[config.mk]
export PLATFORM = sky130hd
export DESIGN_NAME = alarm_error_indication
export DESIGN_NICKNAME = d
export VERILOG_FILES = /design/src/core/alarm_pkg.sv /design/src/core/alarm_error_indication.sv
export VERILOG_INCLUDE_DIRS = /design/src /design/src/core
export SDC_FILE = /design/constraint.sdc
export NUM_CORES = 1
export LEC_CHECK = 0
export ABC_AREA = 1
export BUFFER_PORTS_ARGS = -buffer_cell sky130_fd_sc_hd__clkbuf_2
export CELL_PAD_IN_SITES_DETAIL_PLACEMENT = 1
export CELL_PAD_IN_SITES_GLOBAL_PLACEMENT = 1
export CORE_MARGIN = 1.5
export CORE_UTILIZATION = 34
export CTS_CLUSTER_SIZE = 20
export DETAILED_ROUTE_END_ITERATION = 10
export GPL_ROUTABILITY_DRIVEN = 0
export HOLD_SLACK_MARGIN = 0.08
export PLACE_DENSITY = 0.77
export REMOVE_ABC_BUFFERS = 1
export SKIP_LAST_GASP = 1
export SYNTH_ARGS = -nofsm -noshare
export SYNTH_HDL_FRONTEND = slang
export SYNTH_SLANG_ARGS = --single-unit
[constraint.sdc]
create_clock -name CLK -period 3.77 [get_ports CLK]
set_input_delay 0 -clock CLK [delete_from_list [all_inputs] [get_ports CLK]]
set_output_delay 0 -clock CLK [all_outputs]
set_load 0.01 [all_outputs]
[src/core/alarm_consts.svh]
// register offsets, field positions and timing figures of the alarm block
`ifndef ALARM_CONSTS_SVH
`define ALARM_CONSTS_SVH
`define REG_CTRL 8'h00
`define REG_STATUS 8'h04
`define REG_CODE 8'h08
`define REG_PRESCALE 8'h0c
`define REG_TIME 8'h10
`define REG_STAMP 8'h14
`define CTRL_INVERT 0
`define CTRL_CLEAR 1
`define ST_ALARM 0
`define ST_WARNING 1
`define ST_LED 2
`define ST_RELAY 3
`define ST_TIME_OK 4
`define ST_STAMP_OK 5
`define CLK_PERIOD_NS 50
`define TICK_NS 125000000
`define PHASE_FAST 0
`define PHASE_SLOW 2
`define PHASE_LAST 3'h7
`define DAC_STEP 12'h111
`define DAC_FULL 12'hfff
`define RESP_OKAY 2'h0
`define RESP_SLVERR 2'h2
`define LVL_NONE 4'h0
`define LVL_0V66 4'h1
`define LVL_1V33 4'h2
`define LVL_2V00 4'h3
`define LVL_2V66 4'h4
`define LVL_3V33 4'h5
`define LVL_4V00 4'h6
`define LVL_4V66 4'h7
`define LVL_5V33 4'h8
`define LVL_6V00 4'h9
`define LVL_6V66 4'ha
`define LVL_7V33 4'hb
`define LVL_8V00 4'hc
`define LVL_8V66 4'hd
`endif

[src/core/alarm_pkg.sv]
// types shared by the alarm block and its bench
package alarm_pkg;
  typedef enum logic [1:0] {CLS_NONE, CLS_CAL, CLS_CONFIG, CLS_FAULT} cls_t;

  typedef struct packed {
    cls_t cls;
    logic [3:0] level;
  } class_t;

  // cyclic process data seen by the machine controller
  typedef struct packed {
    logic alarm_flag;
    logic warning_flag;
    logic [9:0] code;
  } pd_t;

  typedef struct packed {
    logic aw_held;
    logic [7:0] awaddr;
    logic w_held;
    logic [31:0] wdata;
    logic [3:0] wstrb;
    logic bvalid;
    logic [1:0] bresp;
    logic rvalid;
    logic [31:0] rdata;
    logic [1:0] rresp;
    logic relay_invert;
    logic clear_req;
    logic clear_prev;
    logic err_active;
    logic [9:0] err_code;
    logic escalated;
    logic [31:0] presc;
    logic [31:0] tick_cnt;
    logic [2:0] phase;
    logic [31:0] seconds;
    logic time_valid;
    logic [31:0] stamp;
    logic stamp_ok;
    logic clear_pulse;
    logic led;
    logic relay;
    logic [11:0] level;
    pd_t pd;
  } state_t;
endpackage

[src/core/alarm_error_indication.sv]
// alarm LED, relay, process data, coded analog level and timestamp clock
//
// Our own choices: the placing of the registers and the AXI4-Lite register port.
`timescale 1ns/1ps
`default_nettype none
`include "alarm_consts.svh"

module alarm_error_indication #(
  parameter int unsigned TICK_CYCLES = `TICK_NS / `CLK_PERIOD_NS
) (
  input wire logic CLK,
  input wire logic RST,
  input wire logic [9:0] ERROR_CODE,
  input wire logic ERROR_VALID,
  input wire logic START,
  input wire logic [11:0] TEMP_LEVEL,
  input wire logic LOG_STROBE,
  input wire logic CLOCK_LOST,
  output logic ALARM_LED,
  output logic ALARM_RELAY,
  output logic [11:0] ACTUAL_LEVEL,
  output alarm_pkg::pd_t PROCESS_DATA,
  output logic ERROR_CLEAR,
  output logic [31:0] LOG_STAMP,
  output logic LOG_STAMP_OK,
  input wire logic [7:0] S_AXI_AWADDR,
  input wire logic S_AXI_AWVALID,
  output logic S_AXI_AWREADY,
  input wire logic [31:0] S_AXI_WDATA,
  input wire logic [3:0] S_AXI_WSTRB,
  input wire logic S_AXI_WVALID,
  output logic S_AXI_WREADY,
  output logic [1:0] S_AXI_BRESP,
  output logic S_AXI_BVALID,
  input wire logic S_AXI_BREADY,
  input wire logic [7:0] S_AXI_ARADDR,
  input wire logic S_AXI_ARVALID,
  output logic S_AXI_ARREADY,
  output logic [31:0] S_AXI_RDATA,
  output logic [1:0] S_AXI_RRESP,
  output logic S_AXI_RVALID,
  input wire logic S_AXI_RREADY
);

  alarm_pkg::state_t st;
  alarm_pkg::state_t next_st;
  alarm_pkg::class_t cur;
  logic warn_cls;
  logic fault_now;
  logic tick;

  // map a three-digit code to its indication class and level
  function automatic alarm_pkg::class_t classify(input logic [9:0] code);
    alarm_pkg::class_t c;
    c.cls = alarm_pkg::CLS_FAULT;
    c.level = `LVL_4V66;
    case (code)
      10'h065: c.level = `LVL_0V66; // 101
      10'h066: c.level = `LVL_1V33; // 102
      10'h067: c.level = `LVL_2V00; // 103
      10'h06b, 10'h06c, 10'h133, 10'h134, 10'h135, 10'h136:
        c.level = `LVL_2V66;
      10'h0c9, 10'h0ca, 10'h0cb: c.level = `LVL_3V33;
      10'h130: c.level = `LVL_4V00; // 304
      10'h068, 10'h069, 10'h06a, 10'h12e, 10'h12f:
      begin
        c.cls = alarm_pkg::CLS_CAL;
        c.level = `LVL_5V33;
      end
      10'h0d3:
      begin
        c.cls = alarm_pkg::CLS_CAL;
        c.level = `LVL_6V00; // 211
      end
      10'h06f:
      begin
        c.cls = alarm_pkg::CLS_CONFIG;
        c.level = `LVL_6V66;
      end
      10'h070:
      begin
        c.cls = alarm_pkg::CLS_CONFIG;
        c.level = `LVL_7V33;
      end
      10'h071, 10'h072:
      begin
        c.cls = alarm_pkg::CLS_CONFIG;
        c.level = `LVL_8V00;
      end
      10'h073, 10'h074:
      begin
        c.cls = alarm_pkg::CLS_CONFIG; // 115/116 blink as warnings
        c.level = `LVL_8V66;
      end
      default: c.level = `LVL_4V66; // 9xx and unlisted
    endcase
    return c;
  endfunction

  // byte-lane merge for register writes
  function automatic logic [31:0] merge(input logic [31:0] old,
                                        input logic [31:0] data,
                                        input logic [3:0] strb);
    logic [31:0] r;
    r = old;
    for (int i = 0; i < 4; i++)
    begin
      if (strb[i])
        r[i*8 +: 8] = data[i*8 +: 8];
    end
    return r;
  endfunction

  // classification of the registered error state
  always_comb
  begin
    cur = classify(st.err_code);
    warn_cls = st.err_active && (cur.cls == alarm_pkg::CLS_CAL ||
                                 cur.cls == alarm_pkg::CLS_CONFIG);
    fault_now = st.err_active && (cur.cls == alarm_pkg::CLS_FAULT ||
                                  st.escalated || START);
    tick = (st.tick_cnt >= st.presc - 32'h1);
  end

  // next state: bus slave, error latch, timing and outputs
  always_comb
  begin
    logic energize;
    logic [11:0] err_dac;
    logic [7:0] a;
    logic time_wr;
    energize = 1'b0;
    err_dac = 12'h000;
    a = 8'h00;
    time_wr = 1'b0;
    next_st = st;
    next_st.clear_pulse = 1'b0;

    // write channel: address and data taken in either order
    if (S_AXI_AWVALID && S_AXI_AWREADY)
    begin
      next_st.aw_held = 1'b1;
      next_st.awaddr = S_AXI_AWADDR;
    end
    if (S_AXI_WVALID && S_AXI_WREADY)
    begin
      next_st.w_held = 1'b1;
      next_st.wdata = S_AXI_WDATA;
      next_st.wstrb = S_AXI_WSTRB;
    end
    if (st.bvalid && S_AXI_BREADY)
      next_st.bvalid = 1'b0;
    if (st.aw_held && st.w_held && !st.bvalid)
    begin
      next_st.aw_held = 1'b0;
      next_st.w_held = 1'b0;
      next_st.bvalid = 1'b1;
      next_st.bresp = `RESP_OKAY;
      a = {st.awaddr[7:2], 2'b00};
      case (a)
        `REG_CTRL:
        begin
          if (st.wstrb[0])
          begin
            next_st.relay_invert = st.wdata[`CTRL_INVERT];
            next_st.clear_req = st.wdata[`CTRL_CLEAR];
          end
        end
        `REG_PRESCALE:
          next_st.presc = merge(st.presc, st.wdata, st.wstrb);
        `REG_TIME:
        begin
          next_st.seconds = merge(st.seconds, st.wdata, st.wstrb);
          next_st.time_valid = 1'b1; // clock set, stamps valid again
          time_wr = 1'b1;
        end
        `REG_STATUS, `REG_CODE, `REG_STAMP: ; // read-only, ignored
        default: next_st.bresp = `RESP_SLVERR;
      endcase
    end

    // read channel: one read at a time, answer on the next edge
    if (st.rvalid && S_AXI_RREADY)
      next_st.rvalid = 1'b0;
    if (S_AXI_ARVALID && S_AXI_ARREADY)
    begin
      next_st.rvalid = 1'b1;
      next_st.rresp = `RESP_OKAY;
      next_st.rdata = 32'h0;
      case ({S_AXI_ARADDR[7:2], 2'b00})
        `REG_CTRL:
        begin
          next_st.rdata[`CTRL_INVERT] = st.relay_invert;
          next_st.rdata[`CTRL_CLEAR] = st.clear_req;
        end
        `REG_STATUS:
        begin
          next_st.rdata[`ST_ALARM] = st.pd.alarm_flag;
          next_st.rdata[`ST_WARNING] = st.pd.warning_flag;
          next_st.rdata[`ST_LED] = st.led;
          next_st.rdata[`ST_RELAY] = st.relay;
          next_st.rdata[`ST_TIME_OK] = st.time_valid;
          next_st.rdata[`ST_STAMP_OK] = st.stamp_ok;
        end
        `REG_CODE: next_st.rdata[9:0] = st.pd.code;
        `REG_PRESCALE: next_st.rdata = st.presc;
        `REG_TIME: next_st.rdata = st.seconds;
        `REG_STAMP: next_st.rdata = st.stamp;
        default: next_st.rresp = `RESP_SLVERR;
      endcase
    end

    // error clear finishes on the falling edge of the reset bit
    next_st.clear_prev = st.clear_req;
    if (st.clear_prev && !st.clear_req)
    begin
      next_st.err_active = 1'b0;
      next_st.escalated = 1'b0;
      next_st.clear_pulse = 1'b1;
    end
    // a new error in the clearing cycle wins over the clear
    if (ERROR_VALID)
    begin
      next_st.err_active = 1'b1;
      next_st.err_code = ERROR_CODE;
    end
    // escalation only sticks to an error that survives this edge
    if (warn_cls && START && next_st.err_active)
      next_st.escalated = 1'b1;

    // eighth-second tick; phase bits give 4 Hz and 1 Hz
    if (tick)
    begin
      next_st.tick_cnt = 32'h0;
      next_st.phase = st.phase + 3'h1;
      // a software time set wins over the seconds carry
      if (st.phase == `PHASE_LAST && !time_wr)
        next_st.seconds = st.seconds + 32'h1;
    end
    else
      next_st.tick_cnt = st.tick_cnt + 32'h1;
    // loss of the backup charge beats a simultaneous set
    if (CLOCK_LOST)
      next_st.time_valid = 1'b0;

    // every logged message carries the current time
    if (LOG_STROBE)
    begin
      next_st.stamp = st.seconds;
      next_st.stamp_ok = st.time_valid;
    end

    // LED: steady for faults, blink for warnings
    if (!st.err_active)
      next_st.led = 1'b0;
    else if (fault_now)
      next_st.led = 1'b1;
    else if (cur.cls == alarm_pkg::CLS_CAL)
      next_st.led = st.phase[`PHASE_FAST];
    else
      next_st.led = st.phase[`PHASE_SLOW];

    // relay energized for faults or a warning under start
    energize = fault_now;
    if (st.err_active)
      next_st.relay = energize ^ st.relay_invert;
    else
      next_st.relay = st.relay_invert;

    // analog output: temperature, or the coded error level
    err_dac = 12'(cur.level * `DAC_STEP);
    if (!st.err_active)
      next_st.level = TEMP_LEVEL;
    else if (fault_now || st.phase[`PHASE_SLOW])
      next_st.level = err_dac;
    else
      next_st.level = `DAC_FULL;

    // cyclic status word and error code
    next_st.pd.alarm_flag = st.err_active;
    next_st.pd.warning_flag = warn_cls && !fault_now;
    next_st.pd.code = st.err_active ? st.err_code : 10'h000;
  end

  // one register stage holds the whole block state
  always_ff @(posedge CLK)
  begin
    if (RST)
    begin
      st <= '0;
      st.presc <= 32'(TICK_CYCLES);
    end
    else
      st <= next_st;
  end

  // ready terms are combinational, data from the state
  assign S_AXI_AWREADY = !st.aw_held;
  assign S_AXI_WREADY = !st.w_held;
  assign S_AXI_BVALID = st.bvalid;
  assign S_AXI_BRESP = st.bresp;
  assign S_AXI_ARREADY = !st.rvalid;
  assign S_AXI_RVALID = st.rvalid;
  assign S_AXI_RDATA = st.rdata;
  assign S_AXI_RRESP = st.rresp;
  assign ALARM_LED = st.led;
  assign ALARM_RELAY = st.relay;
  assign ACTUAL_LEVEL = st.level;
  assign PROCESS_DATA = st.pd;
  assign ERROR_CLEAR = st.clear_pulse;
  assign LOG_STAMP = st.stamp;
  assign LOG_STAMP_OK = st.stamp_ok;
endmodule
`default_nettype wire

# Yosys cells after proc, flatten, opt, wreduce, memory -nomap -nowiden
# Cells that the tools add are included.
# W data, S select, Z words.
# word_totals
out_inout_bits	101
input_bits	85
regBits	259
# op_classes
reduce_logical	49
order_cmp	1
n_eq_ne	39
n_addsub	4
mux	32
n_mul	1
bitwise	2
# op_table
cell	count
$eq A10 B7 Y1 const B	14
$eq A10 B9 Y1 const B	7
$mux W33	2
$pmux W22 S3	1
$add A32 B1 Y32 const B	2
$mux W32	2
$pmux W4 S12	1
$eq A10 B8 Y1 const B	4
$mux W35	1
$ge A32 B32 Y1	1
$mux W8	4
$sub A32 B1 Y32 const B	1
$reduce_or A6 Y1	5
$eq A6 B2 Y1 const B	4
$eq A6 B3 Y1 const B	4
$mux W12	2
$pmux W4 S5	1
$pmux W4 S4	1
$reduce_and A3 Y1	5
$logic_and A1 B1 Y1	14
$eq A6 B1 Y1 const B	2
$logic_not A6 Y1	2
$mul A4 B9 Y12 const B	1
$pmux W2 S6	1
18 further kinds	46

# Depth between registers and ports, before layout
# depth
ltp_word	10
mapped_depth	20
ltp_nobuf	20

# Worst setup path after synthesis
# Ideal clock, no wire load.
# synth_path
kind	flip-flop to flip-flop
startpoint	register st[130] in the netlist's numbering
endpoint	register st[70] in the netlist's numbering
setup_time_ns	0.132
t_required_ns	3.638
path_buffers	1
arrival_ns	2.699
stages_incl_launch_ff	20
slack_ns	0.939
path_cell_list	dfxtp_1 -> inv_1 -> nand2_1 -> nor2_1 -> nand4_1 -> inv_1 -> nand2_1 -> nor2_1 -> nand4_1 -> xor2_1 -> ha_1 -> nand2_1 -> nor2_1 -> nand2_1 -> inv_1 -> a21oi_4 -> nand3_2 -> buf_6 -> nand2_1 -> a21oi_1
# synth_between
elab_chain_cells	3
# synth_lines
element	line	text
start, declared	alarm_error_indication.sv:45	alarm_pkg::state_t st;
start signal, assigned	alarm_error_indication.sv:294	st <= next_st;
$sub A32 B1 Y32	alarm_error_indication.sv:122	tick = (st.tick_cnt >= st.presc - 32'h1);
$ge A32 B32 Y1	alarm_error_indication.sv:122	
$mux W32	alarm_error_indication.sv:232	if (tick)
# No other way between the ends.
# A chain may end at the register's enable or synchronous reset.

# Worst setup path in the final report
# layout_path
startpoint	register st[133] in the netlist's numbering
endpoint	register st[75] in the netlist's numbering
# The elaborated chain is that of the path after synthesis.

==> reports/qor.yml <==
status: "finished, final reports clean"
cp_max_fo: 34
cts.clk_slew.worst_paths_ns: 0.06
fin_crit_sh_pct: 91.9
cts_made_buffers: 30
fp-row-count: 74
p_sw_share_pct: 25.2
placed_area_mm2: 0.0148
p_per_area_mw_per_mm2: 389
skew_ns: 0.00940
power_frac_seq_pct: 43.7
antenna_cells: 0
p_clk_share_pct: 48.0
track_usage_pct: 23.3
irDropWorstVdd_uv: 330
root_buffer: "clkbuf_16"
power_switching_mw: 1.64
drtPass1Iterations: 7
grt-ovfl-total: 0
period_needed_ns: 3.46
worst_slew_margin_rel_pct: 21.3
grt_first_pass_wirelength_um: 78900
core_area_mm2: 0.0409
crit_type: "flip-flop to flip-flop"
die_w_um: 207
syn-instance-count: 2040
syn_area_mm2: 0.0141
busiest_layer: "met2"
yosysSeqAreaShare_pct: 36.2
drt_wl_total_um: 50200
finalHoldViolCount: 0
leakage_nw: 6.73
io_pins: 186
wl_per_cell_um: 18.3
use_met3_pct: 3.39
vias: 14200
drive_above_1_share_pct: 13.8
final_nets: 2306
min-delay-path-class: "primary input to flip-flop"
cts_buffer_depth: 3
max_clock_freq_ghz: 0.289
avgSynthCellArea_um2: 6.91
arrival_ns: 3.88
dieArea_mm2: 0.0427
drt_iter0_drc: 807
vias_per_cell: 5.18
grt_use_met1_pct: 29.1
area_growth_syn_to_layout_pct: 18.5
clkLatencyLatePin_ns: 0.58
ys_async_sr_fraction_pct: 0
grtUsageMet2_pct: 40.6
startpoint_type: "flip-flop"
endpoint_kind: "flip-flop"
final_area_mm2: 0.0167
worst_slew_pin_slew_ns: 1.18
finalPower_mw: 6.51
intPower_mw: 4.87
crit_start: "st[133]"
drv_slew: 0
hp-start: "S_AXI_ARADDR[2]"
ys_ff_latch: 255
dieHeight_um: 207
clock-sinks: 255
fill_cells: 5205
initial_core_util_pct: 34.5
drtAntennaViolNets: 0
grt_max_degree: 80
yosys.cell_types.count: 46
hold-path-cell-count: 5
ys_warn_count: 0
r2r_start: "st[133]"
drc_errors: 0
portBuffers: 179
antenna_found_initial: 0
drv_cap: 0
ys.flop_type: "dfxtp_1"
ff2ff_path_depth: 18
dp_hpwl_um: 36700
setup_viol: 0
grt_pass1_vias: 14700
worstPathRequired_ns: 4.18
cts_tree: "yes"
pwr-share-comb_pct: 8.2
htree_num_levels: 1
synth_edf_count: 0
fin_tns_setup_ns: 0
-- state kept, by name, indices dropped and copies added (netlist names) --
register / cells
ALARM_RELAY: 1
S_AXI_RRESP: 1
next_st: 2
LOG_STAMP_OK: 1
ACTUAL_LEVEL: 12
S_AXI_RVALID: 1
st: 157
S_AXI_RDATA: 32
PROCESS_DATA: 12
ERROR_CLEAR: 1
LOG_STAMP: 32
ALARM_LED: 1
S_AXI_BRESP: 1
S_AXI_BVALID: 1
-- kinds of logic (layout without fill, tap and decap cells) --
kind of cell,count (synthesis),count (layout),synth area share [%]
xor+xnor,60,60,3.73
other cells,1,2,0.0266
buf+inv,357,522,12.5
compound gates,444,444,17.3
fa+ha+maj,38,38,3.37
simple gates,885,885,26.9
flops,255,255,36.2
-- through the flow --
stage	utilization (%)	hold slack [ns]	std cells	setup slack, ns
after floorplan	-	0.0691	1866	-0.00642
after global placement	36.1	0.191	2595	0.417
after detailed placement	36.1	0.201	2595	0.253
after CTS	40.7	0.0830	2737	0.223
after global routing	40.8	0.152	2738	-0.0151
final	40.8	0.110	2738	0.307
-- power groups by stage --
stage	clock network [mW]	logic [mW]	registers [mW]
detailed placement	0	0.462	2.90
finish	3.13	0.536	2.85
global route	3.27	0.593	2.85
floorplan	0	0.215	2.90
global placement	0	0.446	2.90
CTS	3.18	0.536	2.85
-- cell usage after synthesis, types with 4 or more instances --
master	instances	area [um2]
nor2_1	203	762
inv_1	177	664
nand3_1	54	270
dfxtp_1	255	5100
or2_2	9	56.3
o21ai_1	20	100
xnor2_1	17	149
o21ai_2	16	140
nor3_1	32	160
a21oi_1	214	1070
o21a_1	4	30.0
nand2_2	7	43.8
o21ai_0	139	696
buf_2	15	75.1
buf_6	6	67.6
nor2_2	5	31.3
nand4_1	59	369
a221oi_1	4	35.0
xor2_1	43	377
ha_1	38	475
a22oi_1	8	60.1
buf_4	96	721
clkbuf_1	55	206
nand2_1	491	1840
nor4_1	9	56.3
o211ai_1	30	225
-- worst max-delay path, stage by stage (launching register included) --
cell and delay (ns):
dfxtp_1 0.38, inv_1 0.13, nand2_1 0.06, nor2_1 0.17, nand4_1 0.14, nor2_1 0.19, nand3_1 0.19, nor2_4 0.17
nand3_1 0.11, xor2_1 0.16, ha_1 0.28, nand2_1 0.06, nor2_1 0.14, nand2_1 0.12, nor4_4 0.31, nand2_2 0.15
buf_4 0.30, nand4_1 0.14, a21oi_1 0.08
-- what timing repair did --
action / 4_1_cts / 5_1_grt
hold endpoints to repair: 116 / 0
setup buffers: 0 / 1
setup endpoints to repair: 0 / 34
hold buffers: 87 / 0
resized for setup: 0 / 7
-- layer usage --
metal | part of all wire [%] | wire length (um)
met4 | 3.7 | 1830
met3 | 4.5 | 2240
met1 | 44 | 22100
met2 | 48 | 24000
met5 | 0 | 0
-- final cells by class --
cell class / instances / area, um2 / share of cell area, %
Sequential cell: 255 / 5100 / 30.6
Clock buffer: 40 / 830 / 4.96
Clock inverter: 15 / 209 / 1.25
Multi-Input combinational cell: 1429 / 7270 / 43.5
Tap cell: 532 / 666 / 3.98
Timing Repair Buffer: 285 / 1950 / 11.7
Inverter: 182 / 684 / 4.10
-- layout by cell type, fill, tap and decap left out, drive strengths merged, types with 43 or more instances in the layout --
| master | count |
|---|---|
| a21oi | 215 |
| clkbuf | 219 |
| dfxtp | 255 |
| dlygate4sd3 | 87 |
| inv | 179 |
| nand2 | 498 |
| nand3 | 58 |
| nand4 | 59 |
| nor2 | 211 |
| o21ai | 175 |
| xor2 | 43 |
-- path summary, 6_finish.rpt --
path / end / slack (ns)
worst min register to register: st[96] / 0.46
worst max register to register: st[75] / 0.31
worst min-delay path: S_AXI_RDATA[24] / 0.11
worst max-delay path: st[75] / 0.31
Note: power is estimated with default switching activity, not from simulation.
